==> config.mk <==
export PLATFORM = sky130hd
export DESIGN_NAME = fcs_unit
export DESIGN_NICKNAME = d
export VERILOG_FILES = /design/src/shared/fcs_pkg.sv /design/src/shared/fcs_cls_if.sv /design/src/design/fcs_classify.sv /design/src/design/fcs_sticky.sv /design/src/design/fcs_unit.sv
export VERILOG_INCLUDE_DIRS = /design/src /design/src/shared
export SDC_FILE = /design/constraint.sdc
export NUM_CORES = 1
export LEC_CHECK = 0
export ABC_AREA = 1
export BUFFER_PORTS_ARGS = -buffer_cell sky130_fd_sc_hd__buf_4
export CAP_MARGIN = 40
export CORE_MARGIN = 2
export CORE_UTILIZATION = 31
export CTS_CLUSTER_DIAMETER = 50
export CTS_CLUSTER_SIZE = 40
export DETAILED_ROUTE_END_ITERATION = 10
export GPL_TIMING_DRIVEN = 0
export PLACE_DENSITY = 0.78
export SYNTH_ARGS = -nofsm -noshare
export SYNTH_HDL_FRONTEND = slang
export SYNTH_SLANG_ARGS = --single-unit
==> constraint.sdc <==
create_clock -name clock -period 1.05 [get_ports clock]
set_input_delay 0.105 -clock clock [delete_from_list [all_inputs] [get_ports clock]]
set_output_delay 0.105 -clock clock [all_outputs]
set_load 0.01 [all_outputs]
==> src/shared/fcs_cfg.svh <==
`ifndef FCS_CFG_SVH
`define FCS_CFG_SVH
// Operation codes of the compare unit
`define FCS_OPC_NEQFLAGS   8'h97
`define FCS_OPC_SIGN       8'h98
`define FCS_OPC_SIGNFLAGS  8'h99
`define FCS_ISSUE_SLOT     3'h3
`define FCS_LATENCY        1
// Flag bit positions in the result vector and status word
`define FCS_BIT_DBZ        0
`define FCS_BIT_INX        1
`define FCS_BIT_UNF        2
`define FCS_BIT_OVF        3
`define FCS_BIT_INV        4
`define FCS_BIT_IFZ        5
`define FCS_BIT_OFZ        6
`define FCS_FLAGS_W        7
`define FCS_FLAGS_RST      7'h00
`define FCS_RES_RST        32'h0000_0000
`define FCS_RES_MINUS_ONE  32'hFFFF_FFFF
`define FCS_RES_PLUS_ONE   32'h0000_0001
`endif

==> src/shared/fcs_pkg.sv <==
package fcs_pkg;
  typedef logic [6:0] fcs_flags_t;
  typedef struct packed {
    logic       zero;
    logic       neg;
    logic       denorm;
    logic       nan;
    logic       snan;
  } fcs_class_t;
  typedef enum logic [1:0] {
    FCS_OP_NONE      = 2'h0,
    FCS_OP_NEQFLAGS  = 2'h1,
    FCS_OP_SIGN      = 2'h3,
    FCS_OP_SIGNFLAGS = 2'h2
  } fcs_op_t;
endpackage

==> src/shared/fcs_cls_if.sv <==
`timescale 1ns/1ps
interface fcs_cls_if;
  logic [31:0]        operand;
  fcs_pkg::fcs_class_t cls;
  modport producer (input operand, output cls);
  modport consumer (output operand, input cls);
endinterface

==> src/design/fcs_classify.sv <==
`timescale 1ns/1ps
module fcs_classify
  import fcs_pkg::*;
(
  fcs_cls_if.producer c
);
  logic [7:0]  exp_w;
  logic [22:0] man_w;
  assign exp_w = c.operand[30:23];
  assign man_w = c.operand[22:0];
  // Denormals count as zero after flush
  assign c.cls.denorm = (exp_w == 8'h00) && (man_w != 23'h000000);
  assign c.cls.zero   = (exp_w == 8'h00);
  assign c.cls.neg    = c.operand[31];
  assign c.cls.nan    = (exp_w == 8'hFF) && (man_w != 23'h000000);
  assign c.cls.snan   = c.cls.nan && !man_w[22];
endmodule

==> src/design/fcs_sticky.sv <==
`timescale 1ns/1ps
module fcs_sticky
  import fcs_pkg::*;
(
  input  wire logic       clock,
  input  wire logic       rst_sync_b,
  input  wire logic       clk_en,
  input  wire logic       set_en,
  input  wire fcs_flags_t set_flags,
  input  wire fcs_flags_t other_flags,
  input  wire logic       wr_en,
  input  wire fcs_flags_t wr_flags,
  output fcs_flags_t      flags_r
);
  `include "fcs_cfg.svh"
  typedef struct packed {
    fcs_flags_t flags;
  } fcs_sticky_st_t;
  fcs_sticky_st_t st_r;
  fcs_sticky_st_t st_nxt;

  always_comb
  begin
    st_nxt = st_r;
    if (clk_en)
    begin
      // Explicit write replaces, then simultaneous sets OR in so none is lost
      if (wr_en)
        st_nxt.flags = wr_flags;
      st_nxt.flags = st_nxt.flags | other_flags | (set_en ? set_flags : `FCS_FLAGS_RST);
    end
  end

  always_ff @(posedge clock or negedge rst_sync_b)
  begin
    if (!rst_sync_b)
      st_r <= '{flags: `FCS_FLAGS_RST};
    else
      st_r <= st_nxt;
  end

  assign flags_r = st_r.flags;

  property p_sticky_hold;
    @(posedge clock) disable iff (!rst_sync_b)
    !$past(wr_en) |-> ((flags_r & $past(flags_r)) == $past(flags_r));
  endproperty
  a_sticky_hold: assert property (p_sticky_hold)
    else $error("status flag cleared without a write");
endmodule

==> src/design/fcs_unit.sv <==
`timescale 1ns/1ps
module fcs_unit
  import fcs_pkg::*;
(
  input  wire logic        clock,
  input  wire logic        rst_b,
  input  wire logic        clk_en,
  input  wire logic        issue_valid,
  input  wire logic [7:0]  issue_opcode,
  input  wire logic [2:0]  issue_slot,
  input  wire logic [6:0]  issue_dest,
  input  wire logic [31:0] first_source_register,
  input  wire logic [31:0] second_source_register,
  input  wire logic        guard_present,
  input  wire logic [31:0] guard_value,
  input  wire logic        status_wr_en,
  input  wire logic [6:0]  status_wr_flags,
  input  wire logic [6:0]  other_unit_flags,
  output logic             dest_wr_en,
  output logic [6:0]       dest_index,
  output logic [31:0]      dest_data,
  output logic             slot_error,
  output logic [6:0]       program_status_word
);
  `include "fcs_cfg.svh"

  typedef struct packed {
    logic        wr_en;
    logic [6:0]  idx;
    logic [31:0] data;
    logic        slot_err;
  } fcs_st_t;

  fcs_st_t    st_r;
  fcs_st_t    st_nxt;
  logic [1:0] rst_sync_r;
  logic       rst_sync_b;
  fcs_op_t    op;
  logic       run;
  logic       do_op;
  fcs_flags_t op_flags;
  logic [31:0] op_result;
  logic       psw_set;
  fcs_flags_t psw_set_flags;
  fcs_flags_t psw_q;

  always_ff @(posedge clock or negedge rst_b)
  begin
    if (!rst_b)
      rst_sync_r <= 2'h0;
    else
      rst_sync_r <= {rst_sync_r[0], 1'b1};
  end
  assign rst_sync_b = rst_sync_r[1];

  fcs_cls_if cls_a ();
  fcs_cls_if cls_b ();
  assign cls_a.operand = first_source_register;
  assign cls_b.operand = second_source_register;
  fcs_classify u_cls_a (.c(cls_a));
  fcs_classify u_cls_b (.c(cls_b));

  function automatic fcs_op_t decode(input logic [7:0] opc);
    case (opc)
      `FCS_OPC_NEQFLAGS:  decode = FCS_OP_NEQFLAGS;
      `FCS_OPC_SIGN:      decode = FCS_OP_SIGN;
      `FCS_OPC_SIGNFLAGS: decode = FCS_OP_SIGNFLAGS;
      default:            decode = FCS_OP_NONE;
    endcase
  endfunction

  function automatic fcs_flags_t flag_bit(input int pos);
    flag_bit = fcs_flags_t'(7'h01 << pos);
  endfunction

  // Exceptions of sign test, shared by the sign test and its flags form
  function automatic fcs_flags_t sign_flags(input fcs_class_t c);
    sign_flags = `FCS_FLAGS_RST;
    if (c.denorm)
      sign_flags = sign_flags | flag_bit(`FCS_BIT_IFZ);
    if (c.nan)
      sign_flags = sign_flags | flag_bit(`FCS_BIT_INV);
  endfunction

  assign op = decode(issue_opcode);
  // Other slots are not wired to this unit; flag misuse instead of executing
  assign run = clk_en && issue_valid && (op != FCS_OP_NONE)
               && (issue_slot == `FCS_ISSUE_SLOT);
  assign do_op = run && (!guard_present || guard_value[0]);

  always_comb
  begin
    op_flags  = `FCS_FLAGS_RST;
    op_result = `FCS_RES_RST;
    case (op)
      FCS_OP_NEQFLAGS:
      begin
        // Quiet compare: only signalling NaN is invalid
        if (cls_a.cls.denorm || cls_b.cls.denorm)
          op_flags = op_flags | flag_bit(`FCS_BIT_IFZ);
        if (cls_a.cls.snan || cls_b.cls.snan)
          op_flags = op_flags | flag_bit(`FCS_BIT_INV);
        op_result = {25'h0000000, op_flags};
      end
      FCS_OP_SIGN:
      begin
        op_flags = sign_flags(cls_a.cls);
        if (cls_a.cls.zero || cls_a.cls.nan)
          op_result = `FCS_RES_RST;
        else if (cls_a.cls.neg)
          op_result = `FCS_RES_MINUS_ONE;
        else
          op_result = `FCS_RES_PLUS_ONE;
      end
      FCS_OP_SIGNFLAGS:
      begin
        op_flags  = sign_flags(cls_a.cls);
        op_result = {25'h0000000, op_flags};
      end
      default:
      begin
        op_flags  = `FCS_FLAGS_RST;
        op_result = `FCS_RES_RST;
      end
    endcase
  end

  // Only the sign test touches the status word
  assign psw_set       = do_op && (op == FCS_OP_SIGN);
  assign psw_set_flags = op_flags;

  fcs_sticky u_sticky (
    .clock       (clock),
    .rst_sync_b  (rst_sync_b),
    .clk_en      (clk_en),
    .set_en      (psw_set),
    .set_flags   (psw_set_flags),
    .other_flags (other_unit_flags),
    .wr_en       (status_wr_en),
    .wr_flags    (status_wr_flags),
    .flags_r     (psw_q)
  );

  always_comb
  begin
    st_nxt = st_r;
    if (clk_en)
    begin
      st_nxt.wr_en    = do_op;
      st_nxt.idx      = issue_dest;
      st_nxt.data     = do_op ? op_result : st_r.data;
      st_nxt.slot_err = issue_valid && (op != FCS_OP_NONE)
                        && (issue_slot != `FCS_ISSUE_SLOT);
    end
  end

  always_ff @(posedge clock or negedge rst_sync_b)
  begin
    if (!rst_sync_b)
      st_r <= '{wr_en: 1'b0, idx: 7'h00, data: `FCS_RES_RST, slot_err: 1'b0};
    else
      st_r <= st_nxt;
  end

  assign dest_wr_en          = st_r.wr_en;
  assign dest_index          = st_r.idx;
  assign dest_data           = st_r.data;
  assign slot_error          = st_r.slot_err;
  assign program_status_word = psw_q;

  property p_guard_blocks;
    @(posedge clock) disable iff (!rst_sync_b)
    (clk_en && issue_valid && guard_present && !guard_value[0]) |=> !dest_wr_en;
  endproperty
  a_guard_blocks: assert property (p_guard_blocks)
    else $error("write despite false guard");

  property p_unguarded_runs;
    @(posedge clock) disable iff (!rst_sync_b)
    (clk_en && issue_valid && !guard_present && issue_slot == 3'h3
     && issue_opcode inside {8'h97, 8'h98, 8'h99}) |=> dest_wr_en;
  endproperty
  a_unguarded_runs: assert property (p_unguarded_runs)
    else $error("unguarded op not written");

  property p_lat_one;
    @(posedge clock) disable iff (!rst_sync_b)
    (clk_en && issue_valid && issue_slot == 3'h3 && !guard_present
     && issue_opcode == 8'h98 && first_source_register == 32'hBF800000)
    |=> dest_wr_en && dest_data == 32'hFFFFFFFF;
  endproperty
  a_lat_one: assert property (p_lat_one)
    else $error("negative sign wrong");

  property p_sign_pos;
    @(posedge clock) disable iff (!rst_sync_b)
    (clk_en && issue_valid && issue_slot == 3'h3 && !guard_present
     && issue_opcode == 8'h98 && first_source_register == 32'h40400000)
    |=> dest_data == 32'h00000001;
  endproperty
  a_sign_pos: assert property (p_sign_pos)
    else $error("positive sign wrong");

  property p_denorm_sign;
    @(posedge clock) disable iff (!rst_sync_b)
    (clk_en && issue_valid && issue_slot == 3'h3 && !guard_present
     && issue_opcode == 8'h98 && first_source_register == 32'h80400000)
    |=> dest_data == 32'h0 && program_status_word[5];
  endproperty
  a_denorm_sign: assert property (p_denorm_sign)
    else $error("denormal sign not flushed");

  property p_flags_hi_zero;
    @(posedge clock) disable iff (!rst_sync_b)
    ($past(clk_en && issue_valid && issue_opcode != 8'h98) && dest_wr_en)
    |-> dest_data[31:7] == 25'h0;
  endproperty
  a_flags_hi_zero: assert property (p_flags_hi_zero)
    else $error("flag vector upper bits set");

  property p_neq_ifz;
    @(posedge clock) disable iff (!rst_sync_b)
    (clk_en && issue_valid && issue_slot == 3'h3 && !guard_present
     && issue_opcode == 8'h97 && first_source_register == 32'h3F800000
     && second_source_register == 32'h00400000) |=> dest_data == 32'h20;
  endproperty
  a_neq_ifz: assert property (p_neq_ifz)
    else $error("not-equal flush flag missing");

  property p_flags_psw_quiet;
    @(posedge clock) disable iff (!rst_sync_b)
    (clk_en && issue_valid && issue_opcode inside {8'h97, 8'h99}
     && !status_wr_en && other_unit_flags == 7'h00)
    |=> program_status_word == $past(program_status_word);
  endproperty
  a_flags_psw_quiet: assert property (p_flags_psw_quiet)
    else $error("flags op changed status word");

  property p_guard_psw;
    @(posedge clock) disable iff (!rst_sync_b)
    (clk_en && issue_valid && guard_present && !guard_value[0]
     && !status_wr_en && other_unit_flags == 7'h00)
    |=> $stable(program_status_word);
  endproperty
  a_guard_psw: assert property (p_guard_psw)
    else $error("false guard changed status");

  property p_neq_snan;
    @(posedge clock) disable iff (!rst_sync_b)
    (clk_en && issue_valid && issue_slot == 3'h3 && !guard_present
     && issue_opcode == 8'h97 && first_source_register == 32'h40400000
     && second_source_register == 32'h7FA00000) |=> dest_data == 32'h00000010;
  endproperty
  a_neq_snan: assert property (p_neq_snan)
    else $error("signalling compare not invalid");

  property p_neq_qnan;
    @(posedge clock) disable iff (!rst_sync_b)
    (clk_en && issue_valid && issue_slot == 3'h3 && !guard_present
     && issue_opcode == 8'h97 && first_source_register == 32'h40400000
     && second_source_register == 32'hFFFFFFFF) |=> dest_data == 32'h00000000;
  endproperty
  a_neq_qnan: assert property (p_neq_qnan)
    else $error("quiet compare raised a flag");

  property p_sign_nan;
    @(posedge clock) disable iff (!rst_sync_b)
    (clk_en && issue_valid && issue_slot == 3'h3 && (!guard_present || guard_value[0])
     && issue_opcode == 8'h98 && first_source_register == 32'hFFFFFFFF)
    |=> dest_wr_en && dest_data == 32'h00000000 && program_status_word[4];
  endproperty
  a_sign_nan: assert property (p_sign_nan)
    else $error("NaN sign result or status wrong");

  property p_signflags_denorm;
    @(posedge clock) disable iff (!rst_sync_b)
    (clk_en && issue_valid && issue_slot == 3'h3 && !guard_present
     && issue_opcode == 8'h99 && first_source_register == 32'h80400000)
    |=> dest_data == 32'h00000020;
  endproperty
  a_signflags_denorm: assert property (p_signflags_denorm)
    else $error("sign flags flush bit missing");

  property p_slot_refused;
    @(posedge clock) disable iff (!rst_sync_b)
    (clk_en && issue_valid && issue_slot != 3'h3
     && issue_opcode inside {8'h97, 8'h98, 8'h99}) |=> !dest_wr_en && slot_error;
  endproperty
  a_slot_refused: assert property (p_slot_refused)
    else $error("wrong slot executed");

  property p_psw_or;
    @(posedge clock) disable iff (!rst_sync_b)
    clk_en |=> (program_status_word & $past(other_unit_flags)) == $past(other_unit_flags);
  endproperty
  a_psw_or: assert property (p_psw_or)
    else $error("simultaneous flag set lost");

  property p_write_clears;
    @(posedge clock) disable iff (!rst_sync_b)
    (clk_en && status_wr_en && !issue_valid && other_unit_flags == 7'h00)
    |=> program_status_word == $past(status_wr_flags);
  endproperty
  a_write_clears: assert property (p_write_clears)
    else $error("status write not taken");
endmodule

; Yosys cells after proc, flatten, opt, wreduce, memory -nomap -nowiden
; Index checks and enable logic that the tools add are counted.
[op_classes]
eq_ne = 10
n_mux = 12
bitwise_logic = 2
reduce_logical = 27
[ops]
columns = cell, n
row1 = 32-bit one-hot mux with 3 select lines, 1
row2 = 32-bit two-way mux, 2
row3 = 23-bit nonzero test, 2
row4 = "8-bit == test, second input constant", 5
row5 = 7-bit two-way mux, 3
row6 = 8-bit zero test, 2
row7 = 7-bit OR, 2
row8 = 1-bit logical AND, 13
row9 = 6-bit two-way mux, 2
row10 = 6-bit one-hot mux with 2 select lines, 1
row11 = 5-bit two-way mux, 2
row12 = 2-bit one-hot mux with 3 select lines, 1
row13 = "2-bit == test, second input constant", 2
row14 = 1-bit logical OR, 4
row15 = "3-bit by 2-bit == test with 1-bit output, second input constant", 1
row16 = 1-bit zero test, 3
row17 = "3-bit by 2-bit inequality test with 1-bit output, second input constant", 1
row18 = "2-bit by 1-bit == test with 1-bit output, second input constant", 1
row19 = 2-bit AND reduction, 1
row20 = 2-bit nonzero test, 1
row21 = 2-bit OR reduction, 1
[word_totals]
reg_bits = 50
inputBits = 134
output_inout_bits = 48

; Depth between registers and ports, before layout
; Gate-level depths: netlist of the first run.
[depth]
depth_word = 9
ltp_mapped = 11

; Modules after synthesis
; From an unflattened synthesis of the first run, not the netlist that was laid out.
[unflattened]
cells_unflattened = 248
area_unflattened_um2 = 1724.2
[by_module_without_submodules]
columns = mod, instances, cells_each, area_per_inst_um2
row1 = fcs_unit, 1, 117, 1021.0
row2 = fcs_sticky, 1, 59, 392.9
row3 = fcs_classify, 2, 36, 155.1

; Worst setup path after synthesis of the first run
; Ideal clock, no wire load.
[synth_path]
path_kind = register -> output
start = reg dest_data[30] (netlist name)
end = out dest_data[10]
arrival_time_ps = 1020
t_required_ps = 945
path_slack_ps = -75
stages_incl_launch_ff = 2
path_cell_list = dfrtp_1 -> buf_4
[synth_lines]
columns = item, line
row1 = "end, declared", fcs_unit.sv:21  ; output logic [31:0] dest_data,

==> results of run 1 <==
==> through the flow <==
| stage | setup slack, ps | area (sq um) | std cells |
|---|---|---|---|
| 6_report | -220 | 2940 | 462 |
| 2_1_floorplan | 45.4 | 1580 | 234 |
| 5_1_grt | -265 | 2940 | 462 |
| 4_1_cts | -230 | 2870 | 456 |
| 3_3_place_gp | -212 | 2780 | 449 |
| 3_5_place_dp | -208 | 2780 | 449 |
==> sequential cells by signal (all words and copies together), names as in the netlist <==
name / cells
dest_data: 4
slot_error: 1
u_sticky.flags_r: 7
rst_sync_r: 2
dest_wr_en: 1
dest_index: 7
==> routing by layer <==
| metal | GRT usage | vias to the layer above | wire length [um] |
|---|---|---|---|
| met4 | 0.0312 | 0 | 52 |
| met3 | 0.0304 | 6 | 407 |
| met2 | 0.309 | 80 | 2570 |
| met5 | 0 | - | 0 |
| li1 | - | 1023 | - |
| met1 | 0.195 | 848 | 1890 |
==> worst reg2reg max path, delay by kind of cell (launching register included) <==
| kind | cells | cell delay, ps |
|---|---|---|
| and+or+nand+nor | 2 | 120 |
| DFF | 1 | 390 |
| AOI/OAI and AO/OA | 2 | 260 |
==> cell usage after synthesis <==
master     n  area share
a21oi_1    2      0.0063
a21oi_2    2       0.011
a21oi_4    1       0.010
a22o_1     1      0.0055
buf_2      2      0.0063
buf_4     28        0.13
clkbuf_1   1      0.0024
conb_1     1      0.0024
dfrtp_1   22        0.35
inv_1     13       0.031
inv_2      1      0.0024
nand2_1   86        0.20
nand3_1   12       0.038
nand3_2    3       0.019
nand4_1    5       0.020
nand4_4    1       0.013
nor2_1    41       0.097
nor2_2     2      0.0079
nor2_4     1      0.0071
nor3_1     4       0.013
nor3b_2    1      0.0079
nor4_1     2      0.0079
o21ai_0    1      0.0032
o21ai_1    1      0.0032
==> power groups by stage <==
stage,Clock (mW),Combinational [mW],Sequential (mW)
after floorplan,0,0.147,0.987
after global placement,0,0.578,0.965
after detailed placement,0,0.588,0.969
after CTS,0.618,0.592,0.952
after global routing,0.650,0.662,0.963
final,0.588,0.599,0.951
==> cell type report <==
cell class | count | area share
tap | 67 | 0.0285
timing repair buffer | 157 | 0.404
sequential | 22 | 0.189
clock buffer | 4 | 0.0187
multi-input combinational | 167 | 0.266
inverter | 14 | 0.0179
buffer | 31 | 0.0761
==> final timing paths <==
kind                                      from             endpoint  cells after the start
setup / recovery                 dest_data[30]        dest_data[10]                      3
hold / removal                   issue_dest[2]        dest_index[2]                      3
setup reg to reg           u_sticky.flags_r[5]  u_sticky.flags_r[5]                      4
hold reg to reg                  rst_sync_r[1]           slot_error                      0
max in group asynchronous        rst_sync_r[1]        dest_data[30]                      0
min in group asynchronous                rst_b        rst_sync_r[1]                      2
==> timing repair <==
item / CTS / global route
pin swaps: 0 / 6
hold buffers: 1 / 0
endpoints found under the setup margin: 29 / 35
endpoints found under the hold margin: 2 / 0
setup buffers: 2 / 6
resized for setup: 3 / 9
==> kinds of logic (layout without fill, tap and decap cells) <==
logic type	after synthesis	in the layout	share of synthesized area
AND/OR/NAND/NOR	158	158	0.435
buffers and inverters	45	206	0.175
flip-flops	22	22	0.348
AO/OA/AOI/OAI	8	8	0.0396
other	1	1	0.00237
==> flow_summary_export.csv, run 1 <==
group,metric,value,unit
status,status,"finished, violations left",
status,violations,"setup timing",
route,drt_iter0_drc,62,
die,initial_core_util,0.328,
clocking,clk_pin_slew_worst_paths,70,ps
sta,min_period,1270,ps
synthesis,netlist_area,1580,sq um
layout,nFillCells,450,
worst_setup_path,required,940,ps
sta,setup_slack,-220,ps
die,dieArea,5690,sq um
pwr,p_comb_frac,0.280,
layout,mostFrequentLayoutCells,"182 x buf_4, 85 x nand2_1, 39 x nor2_1",
pwr,powerDensity,727,nW/um^2
die,core_region_area,4820,sq um
worst_setup_path,worst_path_max_delay_cell,"dfrtp_4",
pwr,p_int,1.61,mW
global_route,grt_max_degree,21,
worst_setup_path,worst_path_most_repeated_cell,"buf_4",
clocking,clock-root-buffer,"clkbuf_8",
pwr,ir_drop,0.676,mV
route,drc,0,
synthesis,synth_fp_nets,368,
pwr,p_leak,1.65,nW
pwr,swShare,0.247,
sta,rsz0062_at_grt,"true",
layout,areaGrowthSynthToFinish,86.1,%
clocking,cts_tree,"built",
die,die_h,75.4,um
sta,slew_violations,0,
die,floorplan.rows,25,
placed_design,dp_hpwl,4140,um
synthesis,postSynthCellCount,234,
worst_setup_path,endpoint_kind,"output port",
sta,hold_viol,0,
global_route,grt_pass1_vias,1755,
layout,nets,530,
route,vias_per_cell,4.24,
placed_design,gp_congestion,0.750,
pwr,p_seq_frac,0.445,
worst_setup_path,cp-start-kind,"register",
synthesis,synth_seq_cells,22,
worst_setup_path,crit_arrival,1160,ps
sta,whs,44.5,ps
global_route,overflow,0,
layout,regArea,556,sq um
global_route,grt_usage,0.164,
worst_setup_path,crit_chain,"buf_6 -> buf_4 -> buf_4",
placed_design,port-buffer-count,148,
global_route,antenna_found_initial,0,
layout,drive_above_1_share,0.529,
die,die_width,75.4,um
global_route,grt_pass1_wl,7420,um
job,cap_violations,0,
sta,finalSetupViolCount,29,
clocking,numCtsBuffers,3,
route,ant_nets,0,
worst_setup_path,crit_family,"flip-flops",
worst_hold_path,hold_class,"input port to register",
pwr,clkPwrFrac,0.275,
route,vias,1957,
worst_setup_path,worstSetupPathType,"register to output port",
sta,timing.fmax,787,MHz
worst_setup_path,reg2reg_setup_slack,170,ps
sta,timing.final.crit_share,1.21,
sta,totalNegativeSetupSlack,-6140,ps
synthesis,syn_avg_cell_area,6.76,sq um
pwr,power,2.14,mW
layout,fin_util,0.611,
worst_setup_path,max_stage_delay,490,ps
route,drt_wl_total,4920,um
route,wl_per_cell,10.6,um
sta,clock-skew-final,2.04,ps
synthesis,ys_types,24,
synthesis,seq_area_frac_synth,0.348,
worst_setup_path,critPathBufInv,3,
synthesis,yosysWarningCount,0,
clocking,clock_sinks,22,
clocking,clockBufferDepth,2,
clocking,clk_latency,260,ps
die,io_pins,182,
route,drt_first_pass_iters,4,
layout,multiInputGateArea,783,sq um
layout,diodes,0,
worst_setup_path,worstPathMaxFanout,15,
clocking,cts_max_level,1,
pwr,switching_power,528,uW
layout,layout_commonest_cell,"buf_4",
No activity file was read; power rests on OpenSTA's default activity.
==> run 2: changes to the inputs <==
- BUFFER_PORTS_ARGS: -buffer_cell sky130_fd_sc_hd__buf_4 -> not set
- CORE_AREA: not set -> 2 2 71 73
- CORE_MARGIN: 2 -> not set
- CORE_UTILIZATION: 31 -> not set
- DIE_AREA: not set -> 0 0 73 75
- DONT_BUFFER_PORTS: not set -> 1
- PLACE_DENSITY: 0.78 -> 0.54
==> flow_summary_export.csv, run 2 (synthesis gave the netlist of run 1 again) <==
group,metric,value,unit
die,die_h,75,um
layout,fin_util,0.409,
placed_design,dp_slack,-102,ps
sta,hold_viol,0,
layout,layout_commonest_cell,"nand2_1",
clocking,clk_pin_slew_worst_paths,80,ps
worst_hold_path,min_to,"u_sticky.flags_r[4]",
worst_setup_path,endpoint_kind,"output port",
clocking,clockBufferDepth,2,
route,drt_wl_total,3970,um
route,drc,0,
clocking,postCtsSetupBuffers,0,
clocking,cts_max_level,1,
die,initial_core_util,0.339,
layout,regArea,556,sq um
status,status,"finished, violations left",
worst_setup_path,worst_path_max_delay_cell,"dfrtp_4",
placed_design,gp_congestion,0.709,
sta,whs,47.1,ps
sta,timing.final.crit_share,1.13,
sta,rsz0062_at_grt,"true",
route,vias_per_cell,4.85,
worst_setup_path,required,940,ps
layout,nFillCells,493,
route,drt_iter0_drc,35,
route,wl_per_cell,12.8,um
worst_setup_path,r2r_cells,4,
global_route,grt_max_degree,31,
placed_design,placed_cell_area,1650,sq um
layout,fin_area,1910,sq um
placed_design,port-buffer-count,0,
pwr,power,2.01,mW
worst_setup_path,crit_family,"flip-flops",
job,cap_violations,0,
layout,areaGrowthSynthToFinish,20.5,%
status,violations,"setup timing",
clocking,clock_sinks,22,
clocking,clk_latency,260,ps
clocking,clock-root-buffer,"clkbuf_8",
route,ant_nets,0,
clocking,numCtsBuffers,3,
sta,finalSetupViolCount,28,
route,drt_first_pass_iters,4,
die,floorplan.rows,25,
layout,final_cells,310,
placed_design,dp_cells,288,
sta,min_period,1190,ps
die,dieArea,5480,sq um
die,io_pins,182,
global_route,antenna_found_initial,0,
worst_hold_path,min_from,"status_wr_en",
worst_setup_path,regToRegStartpoint,"u_sticky.flags_r[4]",
sta,totalNegativeSetupSlack,-3910,ps
pwr,p_leak,0.946,nW
sta,clock-skew-final,3.48,ps
worst_setup_path,max_stage_delay,620,ps
clocking,cts_tree,"built",
global_route,grt_pass1_vias,1339,
worst_setup_path,worstSetupPathType,"register to output port",
sta,setup_slack,-141,ps
worst_setup_path,reg2reg_setup_slack,130,ps
pwr,ir_drop,0.673,mV
layout,mostFrequentLayoutCells,"86 x nand2_1, 41 x nor2_1, 28 x buf_4",
layout,diodes,0,
die,die_width,73,um
worst_hold_path,hold_class,"input port to register",
pwr,powerDensity,1060,nW/um^2
worst_setup_path,critPathBufInv,1,
route,vias,1503,
placed_design,dp_hpwl,3230,um
worst_setup_path,cp-start-kind,"register",
layout,nets,391,
global_route,overflow,0,
layout,drive_above_1_share,0.188,
worst_setup_path,worstPathMaxFanout,30,
layout,multiInputGateArea,754,sq um
worst_setup_path,crit_arrival,1090,ps
worst_setup_path,regToRegEndpoint,"u_sticky.flags_r[4]",
worst_hold_path,holdPathStages,2,
worst_setup_path,crit_chain,"buf_4",
die,core_region_area,4660,sq um
sta,slew_violations,0,
sta,timing.fmax,839,MHz
global_route,grt_pass1_wl,5720,um
global_route,grt_usage,0.133,
[run 2: changes by cell type in the layout (fill, tap and decap cells not counted), moves of 2 or more]
cell           delta
dlygate4sd3_1    +17
nor2_1            +2
buf_6             -2
nor2_4            -2
buf_4           -154
[run 2: layout make-up]
cell class	count	share of cell area
plain buffers	31	0.118
clock buffers	3	0.0217
clock inverters	1	0.0158
inverters	14	0.0276
multi-input cells	167	0.396
flip-flops and latches	22	0.292
well taps	54	0.0355
repair buffers	18	0.0946
[run 2: where the power goes]
| group | switching, mW | internal, mW | leakage, nW | total [mW] |
|---|---|---|---|---|
| clock | 0.283 | 0.509 | 0.0357 | 0.793 |
| combinational | 0.115 | 0.114 | 0.647 | 0.229 |
| sequential | 0.0849 | 0.904 | 0.263 | 0.989 |
| total | 0.483 | 1.53 | 0.946 | 2.01 |
[run 2: timing repair]
action | 4_1_cts | 5_1_grt
hold endpoints to repair | 14 | 0
hold buffers | 18 | 0
setup endpoints to repair | 29 | 38
gates resized for setup | 1 | 1
[run 2: how the worst max path moves through the flow]
stage                                          from       endpoint  slack, ps  depth (start not counted)
after global placement              issue_opcode[2]   dest_data[5]        -90                          9
after detailed placement  first_source_register[13]   dest_data[4]       -100                         11
final                                 dest_data[30]  dest_data[13]       -140                          1
after CTS                             dest_data[30]  dest_data[13]       -170                          1
after global routing                  dest_data[30]  dest_data[19]       -200                          1
after floorplan                     issue_opcode[2]   dest_data[0]         50                          6
[run 2: per-layer routing]
metal	GRT usage	wire, um
met2	0.240	2040
met4	0.0185	17
met3	0.0295	317
met1	0.166	1590
met5	0	0
==> run 3: changes to the inputs <==
- MAX_ROUTING_LAYER: not set -> met4
- PLACE_DENSITY: 0.54 -> 0.53
- clock period: 1.05 -> 1.4 ns (I/O delays scaled with it)
==> flow_summary_export.csv, run 3 (synthesis gave the netlist of run 1 again) <==
group,metric,value,unit
layout,mostFrequentLayoutCells,"86 x nand2_1, 41 x nor2_1, 28 x buf_4",
route,drt_first_pass_iters,4,
clocking,numCtsBuffers,3,
clocking,clk_pin_slew_worst_paths,80,ps
layout,diodes,0,
route,top_layer,"met4",
route,vias,1474,
worst_setup_path,regToRegEndpoint,"u_sticky.flags_r[4]",
global_route,grt_max_degree,30,
layout,drive_above_1_share,0.189,
worst_setup_path,reg2reg_setup_slack,480,ps
clocking,cts_tree,"built",
worst_setup_path,regToRegStartpoint,"u_sticky.flags_r[4]",
sta,clock-skew-final,1.26,ps
sta,min_period,1170,ps
die,die_width,73,um
worst_setup_path,required,1260,ps
clocking,clock-root-buffer,"clkbuf_8",
worst_setup_path,cp-start-kind,"register",
placed_design,dp_hpwl,3160,um
clocking,clockBufferDepth,2,
route,vias_per_cell,4.86,
worst_setup_path,worst_path_max_delay_cell,"dfrtp_1",
route,wl_per_cell,12.3,um
route,ant_nets,0,
route,wl_met2,1830,um
pwr,power,1.34,mW
worst_hold_path,hold_class,"input port to register",
die,initial_core_util,0.339,
placed_design,port-buffer-count,0,
pwr,powerDensity,734,nW/um^2
sta,timing.final.crit_share,0.837,
worst_setup_path,cp-endpoint,"dest_data[10]",
global_route,grt_usage,0.139,
global_route,grt_pass1_vias,1389,
worst_setup_path,max_stage_delay,430,ps
clocking,clock_sinks,22,
worst_setup_path,r2r_cells,4,
sta,hold_viol,0,
sta,slew_violations,0,
status,status,"complete, no violations",
global_route,grt_pass1_wl,5820,um
pwr,ir_drop,0.494,mV
worst_setup_path,worstPathMaxFanout,29,
route,drt_wl_total,3740,um
sta,timing.fmax,854,MHz
placed_design,gp_congestion,0.690,
sta,worstMarginPinSlew,809,ps
clocking,clk_latency,260,ps
worst_setup_path,worstSetupPathType,"register to output port",
die,die_h,75,um
clocking,cts_max_level,1,
worst_setup_path,worstSetupStartpoint,"dest_data[30]",
worst_setup_path,crit_chain,"buf_16 -> buf_4",
sta,maxSlewHeadroom,0.461,
layout,areaGrowthSynthToFinish,15.8,%
die,io_pins,182,
job,cap_violations,0,
route,wl_met1,1470,um
sta,rsz0062_at_grt,"false",
layout,layout_commonest_cell,"nand2_1",
global_route,overflow,0,
pwr,p_leak,0.920,nW
placed_design,placed_cell_area,1680,sq um
worst_setup_path,endpoint_kind,"output port",
sta,totalNegativeSetupSlack,0,ps
layout,fin_area,1830,sq um
die,dieArea,5480,sq um
layout,nets,384,
die,floorplan.rows,25,
worst_setup_path,crit_arrival,1030,ps
route,dr_wl_met3,390,um
sta,finalSetupViolCount,0,
route,drc,0,
layout,fin_util,0.393,
die,core_region_area,4660,sq um
route,drt_iter0_drc,53,
global_route,antenna_found_initial,0,
run 3: what timing repair did:
item	in CTS	in global routing
hold buffers	10	0
resized for setup	0	0
endpoints found under the hold margin	11	0
buffers inserted	0	0
run 3: metrics by stage:
step,hold WS (ps),worst slack (ps),cells
after floorplan,-156,240,234
after global placement,-156,73.8,288
after detailed placement,-156,226,289
after CTS,1.52,213,303
after global routing,10.6,172,303
final,4.75,228,303
run 3: power by group:
part	internal, mW	switching (mW)
logic	0.0708	0.0812
registers	0.678	0.0635
clock network	0.251	0.200
run 3: worst min-delay path by stage:
stage | startpoint | endpoint | depth (start not counted) | slack (ps)
6_report | other_unit_flags[3] | u_sticky.flags_r[3] | 2 | 5
5_1_grt | status_wr_flags[1] | u_sticky.flags_r[1] | 2 | 10
4_1_cts | other_unit_flags[3] | u_sticky.flags_r[3] | 2 | 2
3_5_place_dp | rst_b | rst_sync_r[0] | 0 | -160
3_3_place_gp | rst_b | rst_sync_r[1] | 0 | -160
2_1_floorplan | rst_b | rst_sync_r[0] | 0 | -160
run 3: final cells by class:
| class | count | area (sq um) |
|---|---|---|
| plain buffers | 31 | 224 |
| clock buffers | 4 | 55.1 |
| fillers | 487 | 2830 |
| inverters | 14 | 52.6 |
| multi-input cells | 167 | 754 |
| flip-flops and latches | 22 | 551 |
| well taps | 54 | 67.6 |
| repair buffers | 11 | 128 |
run 3: critical path, delay by kind of cell, from the launching register on:
| kind | cells | cell delay, ps |
|---|---|---|
| DFF | 1 | 430 |
| buffers and inverters | 2 | 340 |
run 3: routing by layer:
| layer | up-vias | GRT usage |
|---|---|---|
| met3 | 4 | 0.0415 |
| met4 | 0 | 0.0185 |
| met1 | 640 | 0.159 |
| met2 | 94 | 0.246 |
| met5 | - | - |
| li1 | 736 | - |
